<file path="src/bwt_pkg.sv">
// Constants for the board watchdog timer: I/O map, fields, resets, timing.
// Assumes a 50 MHz board logic clock and byte-wide I/O accesses.
package bwt_pkg;

  localparam int ADDR_W = 16;
  localparam int DATA_W = 8;
  localparam int CODE_W = 4;
  localparam int CNT_W = 19;

  // I/O locations
  localparam logic [15:0] ADDR_RETRIGGER = 16'h0280;
  localparam logic [15:0] ADDR_TIMEOUT_CFG = 16'h0282;
  localparam logic [15:0] ADDR_ROUTING = 16'h0284;
  localparam logic [15:0] ADDR_STATUS = 16'h0286;

  // Field positions
  localparam int CFG_CODE_LSB = 0;
  localparam int CFG_ENABLE_BIT = 4;
  localparam int ROUTE_MGMT_BIT = 0;
  localparam int ROUTE_LINE5_BIT = 1;
  localparam int ROUTE_RESET_BIT = 2;
  localparam int ROUTE_W = 3;
  localparam int STATUS_WDT_BIT = 7;

  // Values after reset, unmapped read data and top timeout code
  localparam logic ENABLE_RESET = 1'h0;
  localparam logic [3:0] CODE_RESET = 4'h0;
  localparam logic [2:0] ROUTE_RESET = 3'h0;
  localparam logic [7:0] RDATA_RESET = 8'h00;
  localparam logic [7:0] UNMAPPED_DATA = 8'h00;
  localparam logic [3:0] CODE_MAX = 4'hB;

  // Timing
  localparam int CLK_PERIOD_NS = 20;
  localparam int TICK_NS = 1000000;
  localparam int TICK_CYCLES = TICK_NS / CLK_PERIOD_NS;
  localparam int MIN_TIMEOUT_MS = 125;
  localparam int NOMINAL_PCT = 120;
  localparam int TICK_MS = TICK_NS / 1000000;
  localparam int MIN_BASE_TICKS = MIN_TIMEOUT_MS / TICK_MS;
  localparam int NOMINAL_BASE_TICKS =
    (MIN_TIMEOUT_MS * NOMINAL_PCT) / (100 * TICK_MS);

endpackage

</file>
<file path="src/bwt_tmr_if.sv">
// Link between register front end and timeout counter.
// Assumes both ends share the board logic clock.
`timescale 1ns/1ns
interface bwt_tmr_if;
  logic restart;
  logic run;
  logic [3:0] code;
  logic expired;
  logic [18:0] ticks;

  modport ctl
  (
    output restart,
    output run,
    output code,
    input expired,
    input ticks
  );
  modport tmr
  (
    input restart,
    input run,
    input code,
    output expired,
    output ticks
  );
endinterface

</file>
<file path="src/bwt_timer.sv">
// Timeout counter: millisecond prescaler and scaled tick counter.
// Assumes restart is a one-cycle pulse and run a steady level.
`timescale 1ns/1ns
module bwt_timer
#(
  parameter int TICK_CYCLES = bwt_pkg::TICK_CYCLES
)
(
  input wire logic clk_in,
  input wire logic rst_n_in,
  bwt_tmr_if.tmr tif
);

  localparam int PRE_W = $clog2(TICK_CYCLES) + 1;
  localparam int CW = bwt_pkg::CNT_W;

  // Base period scaled by the code; reserved codes act as the top code
  function automatic logic [18:0] scaled(input int base,
                                         input logic [3:0] c);
    logic [3:0] s;
    s = (c > bwt_pkg::CODE_MAX) ? bwt_pkg::CODE_MAX : c;
    return CW'(base) << s;
  endfunction

  logic [PRE_W-1:0] pre;
  logic [CW-1:0] ticks;
  logic [3:0] code_act;
  logic expired;

  wire tick = (pre == PRE_W'(TICK_CYCLES - 1));
  wire hold = tif.restart || !tif.run;
  wire [CW-1:0] limit = scaled(bwt_pkg::NOMINAL_BASE_TICKS, code_act);
  wire [CW-1:0] min_limit = scaled(bwt_pkg::MIN_BASE_TICKS, code_act);
  wire reach = !hold && tick && (ticks == limit - CW'(1));

  always_ff @(posedge clk_in or negedge rst_n_in)
  begin
    if (!rst_n_in)
      pre <= '0;
    else if (hold || tick)
      pre <= '0;
    else
      pre <= pre + PRE_W'(1);
  end

  // RULE5: restart from zero
  always_ff @(posedge clk_in or negedge rst_n_in)
  begin
    if (!rst_n_in)
      ticks <= '0;
    else if (hold)
      ticks <= '0;
    else if (tick && ticks != limit)
      ticks <= ticks + CW'(1);
  end

  // RULE12: code taken at restart
  always_ff @(posedge clk_in or negedge rst_n_in)
  begin
    if (!rst_n_in)
      code_act <= bwt_pkg::CODE_RESET;
    else if (tif.restart)
      code_act <= tif.code;
  end

  // RULE7: fire at nominal period
  always_ff @(posedge clk_in or negedge rst_n_in)
  begin
    if (!rst_n_in)
      expired <= 1'b0;
    else
      expired <= reach;
  end

  assign tif.expired = expired;
  assign tif.ticks = ticks;

  a_restart_clears: assert property ( // RULE5
    @(posedge clk_in) disable iff (!rst_n_in)
    tif.restart |=> (ticks == '0))
    else $error("Counter not cleared by restart");

  a_expiry_window: assert property ( // RULE7
    @(posedge clk_in) disable iff (!rst_n_in)
    expired |-> (ticks >= min_limit) && (ticks == limit))
    else $error("Expiry outside minimum to nominal window");

  a_code_scaling: assert property ( // RULE6
    @(posedge clk_in) disable iff (!rst_n_in)
    (code_act == 4'h0) |-> (limit == CW'(150)))
    else $error("Code zero does not give 150 ms nominal");

endmodule

</file>
<file path="src/bwt_watchdog.sv">
// Board watchdog timer top: I/O register front end and expiry routing.
// Assumes one-cycle I/O strobes synchronous to clk_in, 50 MHz clock.
//
// Behaviour
// RULE1: One watchdog, timeout 125 ms to 256 s
// RULE2: Expiry gives reset or interrupts per routing
// RULE3: Config bit 4 enables; resets to zero
// RULE4: Enable cannot be cleared until system reset
// RULE5: Any write to 0x280 restarts timeout
// RULE6: Code 0..11 doubles 125 ms upward
// RULE7: Nominal timeout twenty percent above minimum
// RULE8: Host must retrigger within selected period
// RULE9: Config bits 7-5 reserved, read zero
// RULE10: Routing bits: reset, line five, management; reset zero
// RULE11: Expiry clears status bit 7, lights lamp
// RULE12: Enable starts from zero; code at retrigger
`timescale 1ns/1ns
module bwt_watchdog
#(
  parameter int TICK_CYCLES = bwt_pkg::TICK_CYCLES
)
(
  input wire logic clk_in,
  input wire logic rst_n_in,
  input wire logic [15:0] io_addr_in,
  input wire logic [7:0] io_wdata_in,
  input wire logic io_wr_in,
  input wire logic io_rd_in,
  output logic [7:0] io_rdata_out,
  output logic sys_reset_req_out,
  output logic system_mgmt_interrupt_out,
  output logic legacy_interrupt_line_five_out,
  output logic watchdog_indicator_lamp_out
);

  logic rst_meta;
  logic rst_n;

  // Reset release through two flops
  always_ff @(posedge clk_in or negedge rst_n_in)
  begin
    if (!rst_n_in)
    begin
      rst_meta <= 1'b0;
      rst_n <= 1'b0;
    end
    else
    begin
      rst_meta <= 1'b1;
      rst_n <= rst_meta;
    end
  end

  logic enable;
  logic [3:0] code;
  logic [2:0] route;
  logic fired;

  bwt_tmr_if tif();

  // Address decode
  wire wr_trig = io_wr_in && (io_addr_in == bwt_pkg::ADDR_RETRIGGER);
  wire wr_cfg = io_wr_in && (io_addr_in == bwt_pkg::ADDR_TIMEOUT_CFG);
  wire wr_route = io_wr_in && (io_addr_in == bwt_pkg::ADDR_ROUTING);
  wire sel_cfg = (io_addr_in == bwt_pkg::ADDR_TIMEOUT_CFG);
  wire sel_route = (io_addr_in == bwt_pkg::ADDR_ROUTING);
  wire sel_status = (io_addr_in == bwt_pkg::ADDR_STATUS);
  wire en_write = wr_cfg && io_wdata_in[bwt_pkg::CFG_ENABLE_BIT];
  wire en_rise = en_write && !enable;

  // RULE9: reserved bits read zero
  wire [7:0] cfg_view = {3'h0, enable, code};
  wire [7:0] route_view = {5'h00, route};
  wire [7:0] status_view = {!fired, 7'h00};
  wire [7:0] rd_mux = sel_cfg ? cfg_view :
                      sel_route ? route_view :
                      sel_status ? status_view :
                      bwt_pkg::UNMAPPED_DATA;

  // RULE12: enable or retrigger restarts
  assign tif.restart = wr_trig || en_rise;
  assign tif.run = enable || en_rise;
  assign tif.code = en_write ?
    io_wdata_in[bwt_pkg::CFG_CODE_LSB +: bwt_pkg::CODE_W] : code;

  // RULE1: single programmable timer
  bwt_timer #(.TICK_CYCLES(TICK_CYCLES)) u_timer
  (
    .clk_in(clk_in),
    .rst_n_in(rst_n),
    .tif(tif)
  );

  // RULE3: enable set by bit 4
  // RULE4: zero writes ignored
  always_ff @(posedge clk_in or negedge rst_n)
  begin
    if (!rst_n)
      enable <= bwt_pkg::ENABLE_RESET;
    else if (en_write)
      enable <= 1'b1;
  end

  // RULE6: timeout code field
  always_ff @(posedge clk_in or negedge rst_n)
  begin
    if (!rst_n)
      code <= bwt_pkg::CODE_RESET;
    else if (wr_cfg)
      code <= io_wdata_in[bwt_pkg::CFG_CODE_LSB +: bwt_pkg::CODE_W];
  end

  // RULE10: routing register
  always_ff @(posedge clk_in or negedge rst_n)
  begin
    if (!rst_n)
      route <= bwt_pkg::ROUTE_RESET;
    else if (wr_route)
      route <= io_wdata_in[bwt_pkg::ROUTE_W-1:0];
  end

  // RULE11: expiry latched; set beats retrigger clear
  always_ff @(posedge clk_in or negedge rst_n)
  begin
    if (!rst_n)
      fired <= 1'b0;
    else if (tif.expired)
      fired <= 1'b1;
    else if (wr_trig)
      fired <= 1'b0;
  end

  // RULE2: routed expiry outputs
  always_ff @(posedge clk_in or negedge rst_n)
  begin
    if (!rst_n)
    begin
      sys_reset_req_out <= 1'b0;
      system_mgmt_interrupt_out <= 1'b0;
      legacy_interrupt_line_five_out <= 1'b0;
      watchdog_indicator_lamp_out <= 1'b0;
    end
    else
    begin
      sys_reset_req_out <= fired && route[bwt_pkg::ROUTE_RESET_BIT];
      system_mgmt_interrupt_out <= fired && route[bwt_pkg::ROUTE_MGMT_BIT];
      legacy_interrupt_line_five_out <=
        fired && route[bwt_pkg::ROUTE_LINE5_BIT];
      watchdog_indicator_lamp_out <= fired;
    end
  end

  // Read data captured on the read strobe
  always_ff @(posedge clk_in or negedge rst_n)
  begin
    if (!rst_n)
      io_rdata_out <= bwt_pkg::RDATA_RESET;
    else if (io_rd_in)
      io_rdata_out <= rd_mux;
  end

  a_enable_set: assert property ( // RULE3
    @(posedge clk_in) disable iff (!rst_n)
    en_write |=> enable)
    else $error("Enable bit not set by write of one");

  a_enable_sticky: assert property ( // RULE4
    @(posedge clk_in) disable iff (!rst_n)
    enable |=> enable)
    else $error("Enable bit cleared before reset");

  a_trigger_restart: assert property ( // RULE5
    @(posedge clk_in) disable iff (!rst_n)
    wr_trig && enable && !tif.expired
    |=> (tif.ticks == 19'h00000) && !fired)
    else $error("Retrigger write did not restart timeout");

  a_reset_route: assert property ( // RULE2
    @(posedge clk_in) disable iff (!rst_n)
    tif.expired && route[bwt_pkg::ROUTE_RESET_BIT] && !wr_route
    |=> ##1 sys_reset_req_out)
    else $error("Expiry did not raise routed reset");

  a_intr_route: assert property ( // RULE10
    @(posedge clk_in) disable iff (!rst_n)
    $rose(fired) |=> legacy_interrupt_line_five_out ==
      $past(route[bwt_pkg::ROUTE_LINE5_BIT]) &&
      system_mgmt_interrupt_out == $past(route[bwt_pkg::ROUTE_MGMT_BIT]))
    else $error("Interrupt outputs disagree with routing");

  a_status_lamp: assert property ( // RULE11
    @(posedge clk_in) disable iff (!rst_n)
    fired && sel_status && io_rd_in
    |=> watchdog_indicator_lamp_out && !io_rdata_out[7])
    else $error("Expiry not shown in status and lamp");

  a_expiry_latched: assert property ( // RULE11
    @(posedge clk_in) disable iff (!rst_n)
    tif.expired |=> fired)
    else $error("Expiry not latched");

  a_lamp_follows: assert property ( // RULE11
    @(posedge clk_in) disable iff (!rst_n)
    fired |=> watchdog_indicator_lamp_out)
    else $error("Lamp not lit after expiry");

  a_route_write: assert property ( // RULE10
    @(posedge clk_in) disable iff (!rst_n)
    wr_route |=> route == $past(io_wdata_in[2:0]))
    else $error("Routing write not stored");

  a_code_write: assert property ( // RULE6
    @(posedge clk_in) disable iff (!rst_n)
    wr_cfg |=> code == $past(io_wdata_in[3:0]))
    else $error("Timeout code write not stored");

  a_cfg_reserved: assert property ( // RULE9
    @(posedge clk_in) disable iff (!rst_n)
    io_rd_in && sel_cfg |=> io_rdata_out[7:5] == 3'h0)
    else $error("Reserved config bits read non-zero");

  a_disabled_quiet: assert property ( // RULE1
    @(posedge clk_in) disable iff (!rst_n)
    !enable && !en_rise |=> !tif.expired)
    else $error("Timer expired while disabled");

endmodule

</file>
<file path="config.mk">
export PLATFORM = sky130hd
export DESIGN_NAME = bwt_watchdog
export DESIGN_NICKNAME = d
export VERILOG_FILES = /design/src/bwt_pkg.sv /design/src/bwt_tmr_if.sv /design/src/bwt_timer.sv /design/src/bwt_watchdog.sv
export SDC_FILE = /design/constraint.sdc
export NUM_CORES = 1
export LEC_CHECK = 0
export BUFFER_PORTS_ARGS = -buffer_cell sky130_fd_sc_hd__buf_2
export CAP_MARGIN = 10
export CORE_UTILIZATION = 43
export CTS_CLUSTER_DIAMETER = 200
export DETAILED_ROUTE_END_ITERATION = 8
export SLEW_MARGIN = 10
export SYNTH_ARGS = -nofsm -noshare
export SYNTH_HDL_FRONTEND = slang
export SYNTH_SLANG_ARGS = --single-unit
</file>
<file path="constraint.sdc">
create_clock -name clk_in -period 4.7 [get_ports clk_in]
set_input_delay 0.47 -clock clk_in [delete_from_list [all_inputs] [get_ports clk_in]]
set_output_delay 0.47 -clock clk_in [all_outputs]
set_load 0.02 [all_outputs]
</file>
==> flow_metrics.py <==
metrics = {
    "place": {
        "numPortBuffers": 34,
        "gp_congestion": 0.890,
        "hpwlAfterDp_um": 6370,
    },
    "synth": {
        "yosysSeqAreaShare_pct": 37.9,
        "synth-seq-cells": 62,
        "synthFlopType": "dfrtp_1",
        "async_flop_share_pct": 100,
        "synth_top_area_share_pct": 37.9,
        "syn_inst": 452,
        "yosysMostFrequentCell": "dfrtp_1",
        "ys_types": 64,
        "synth_area_leader_cell": "dfrtp_1",
        "synth_common_cells": "dfrtp_1 (62), nor2_1 (48), nand2_1 (29)",
        "yosys_warnings": 0,
        "postSynthAreaPerCell_sq_um": 9.05,
        "synth-edff-count": 0,
        "netlist_area_sq_um": 4090,
        "ys_top_cells_by_area": "dfrtp_1 (38%), xor2_1 (5.1%), nor2_1 (4.4%), xnor2_1 (3.4%), nand3_1 (3.1%)",
    },
    "setup_path": {
        "worstSetupPathType": "flop to flop",
        "required_ns": 4.91,
        "cp_top_family": "compound AO/OA/AOI/OAI gates",
        "slowest_delay_ns": 0.61,
        "end_kind": "flop",
        "worst_path_max_delay_cell": "ha_1",
        "cp.arrival_ns": 3.95,
        "cp-start-kind": "flop",
        "path_buf_inv": 0,
        "critical_path.max_fanout": 16,
        "crit_chain": "a21o_1, ha_1, nand2_1, o32a_1, a2111oi_2, or4b_4, o31ai_4, or3_1, a21oi_2",
    },
    "pwr": {
        "p_leak_nw": 1.94,
        "p_per_area_nw_per_um2": 234,
        "ir_drop_v": 0.000163,
    },
    "grt": {
        "overflow": 0,
        "grt_pass1_wl_um": 15100,
        "grt_pass1_vias": 3212,
        "grt_usage_pct": 19.3,
        "antenna_found_initial": 0,
        "grt_max_degree": 61,
    },
    "die": {
        "num_rows": 35,
        "die_h_um": 99.5,
        "floorplan.initialDensity_pct": 44.3,
        "io_pins": 40,
        "die_area_sq_um": 9910,
        "die_w_um": 99.5,
        "coreArea_sq_um": 9240,
    },
    "clocking": {
        "cts_max_level": 3,
        "post-cts-setup-buffers": 0,
        "cts_buffers": 9,
        "numClockSinks": 62,
        "cts_tree": "built",
        "clk-insertion-delay-late_ns": 0.34,
        "cts_max_path_buffers": 2,
        "root_buffer": "clkbuf_8",
        "cts_resized": 0,
        "clk_pin_slew_worst_paths_ns": 0.07,
    },
    "detailed_routing": {
        "wl_met3_um": 222,
        "vias": 3308,
        "wire_per_inst_um": 14.4,
        "drtAntennaViolNets": 0,
        "drtPass1Iterations": 4,
        "via_per_inst": 5.41,
        "wl_met1_um": 4230,
        "drc": 0,
        "wirelength_um": 8840,
        "drt_iter0_drc": 145,
        "routed.top_layer": "met4",
        "wl_met2_um": 4150,
    },
    "sta": {
        "skew_ns": 0.0107,
        "maxSlewViolCount": 0,
        "setup_viol": 0,
        "fmax_mhz": 268,
        "period_minus_slack_ns": 3.73,
        "slew_headroom_pct": 44.1,
        "setup_tns_ns": 0,
        "min_period_over_period_pct": 79.5,
        "tightestPinTransition_ns": 0.831,
        "hold_viol_final": 0,
        "rsz0062_at_grt": "no",
    },
    "cells_and_area": {
        "drive_above_1_share_pct": 18.6,
        "antenna_cells": 0,
        "syn2layout_area_growth_pct": 10.7,
        "final_util_pct": 49.0,
        "nets": 515,
    },
    "outcome": {
        "status": "complete, no violations",
    },
    "hold_path": {
        "hold_path_class": "flop to flop",
    },
    "flow_run": {
        "maxCapViolations": 0,
    },
}
==> layout by cell type, fill, tap and decap left out, drive strengths merged, types with 8 or more instances in the layout <==
master and count:
and2 9, mux2i 10, clkbuf 11, nand2b 9
and3 13, a21oi 28, dfrtp 62, xor2 24
xnor2 16, nand3 25, nor2 48, ha 9
nand2 29, buf 38, or3 14, inv 13
o21ai 24, mux2 8
==> logic make-up (layout without fill, tap and decap cells) <==
family / Yosys count / count (layout) / share of synthesized area, %
compound gates: 88 / 88 / 15.3
mux: 18 / 18 / 4.65
buf+inv: 38 / 68 / 4.80
simple gates: 195 / 195 / 25.8
xor+xnor: 40 / 40 / 8.57
fa+ha+maj: 9 / 9 / 2.75
other cells: 2 / 3 / 0.184
flops: 62 / 62 / 37.9
==> where the power goes <==
group	switching, W	internal (W)
Sequential	0.00000123	0.000536
Clock	0.000212	0.000273
Combinational	0.0000234	0.0000127
Total	0.000237	0.000821
==> metrics by stage <==
step / total power (W) / instance area (sq um) / std cells / worst slack (ns) / hold WS (ns)
after CTS: 0.00107 / 4530 / 612 / 0.931 / 0.354
after detailed placement: 0.000584 / 4310 / 595 / 0.944 / 0.258
final: 0.00106 / 4530 / 612 / 0.965 / 0.356
after floorplan: 0.000567 / 4090 / 453 / 0.779 / 0.174
after global routing: 0.00110 / 4530 / 612 / 0.730 / 0.368
after global placement: 0.000583 / 4310 / 595 / 0.975 / 0.255
==> state kept, by name, indices dropped and copies added, names as in the netlist, 3 cells and up <==
| signal | count |
|---|---|
| code | 4 |
| io_rdata_out | 6 |
| route | 3 |
| u_timer.code_act | 4 |
| u_timer.pre | 17 |
| u_timer.tif.ticks | 19 |
==> routing by layer <==
metal	GRT usage (%)	vias up
li1	-	1648
met1	24.5	1604
met2	31.5	37
met3	3.72	19
met4	9.28	0
met5	0	-
==> worst paths after layout <==
path | startpoint | depth (start not counted) | slack [ns] | endpoint
min in group asynchronous | rst_n$_DFF_PN0_ | 1 | 0.41 | u_timer.pre[7]$_DFF_PN0_
min | rst_meta$_DFF_PN0_ | 0 | 0.36 | rst_n$_DFF_PN0_
max reg2reg | u_timer.code_act[2]$_DFFE_PN0P_ | 9 | 0.97 | u_timer.tif.ticks[10]$_DFFE_PN0P_
max | u_timer.code_act[2]$_DFFE_PN0P_ | 9 | 0.97 | u_timer.tif.ticks[10]$_DFFE_PN0P_
min reg2reg | rst_meta$_DFF_PN0_ | 0 | 0.36 | rst_n$_DFF_PN0_
max in group asynchronous | rst_n$_DFF_PN0_ | 1 | 3.80 | io_rdata_out[7]$_DFFE_PN0P_
==> timing repair <==
item,CTS,global route
hold buffers,1,0
endpoints found under the setup margin,0,0
endpoints found under the hold margin,2,0
==> area by class of cell <==
class	count	area (sq um)
Sequential cell	62	1550
Fill cell	908	4710
Tap cell	129	161
Multi-Input combinational cell	353	2350
Inverter	13	48.8
Clock buffer	11	151
Clock inverter	5	57.6
Timing Repair Buffer	39	210
Note: power is estimated with default switching activity, not from simulation.
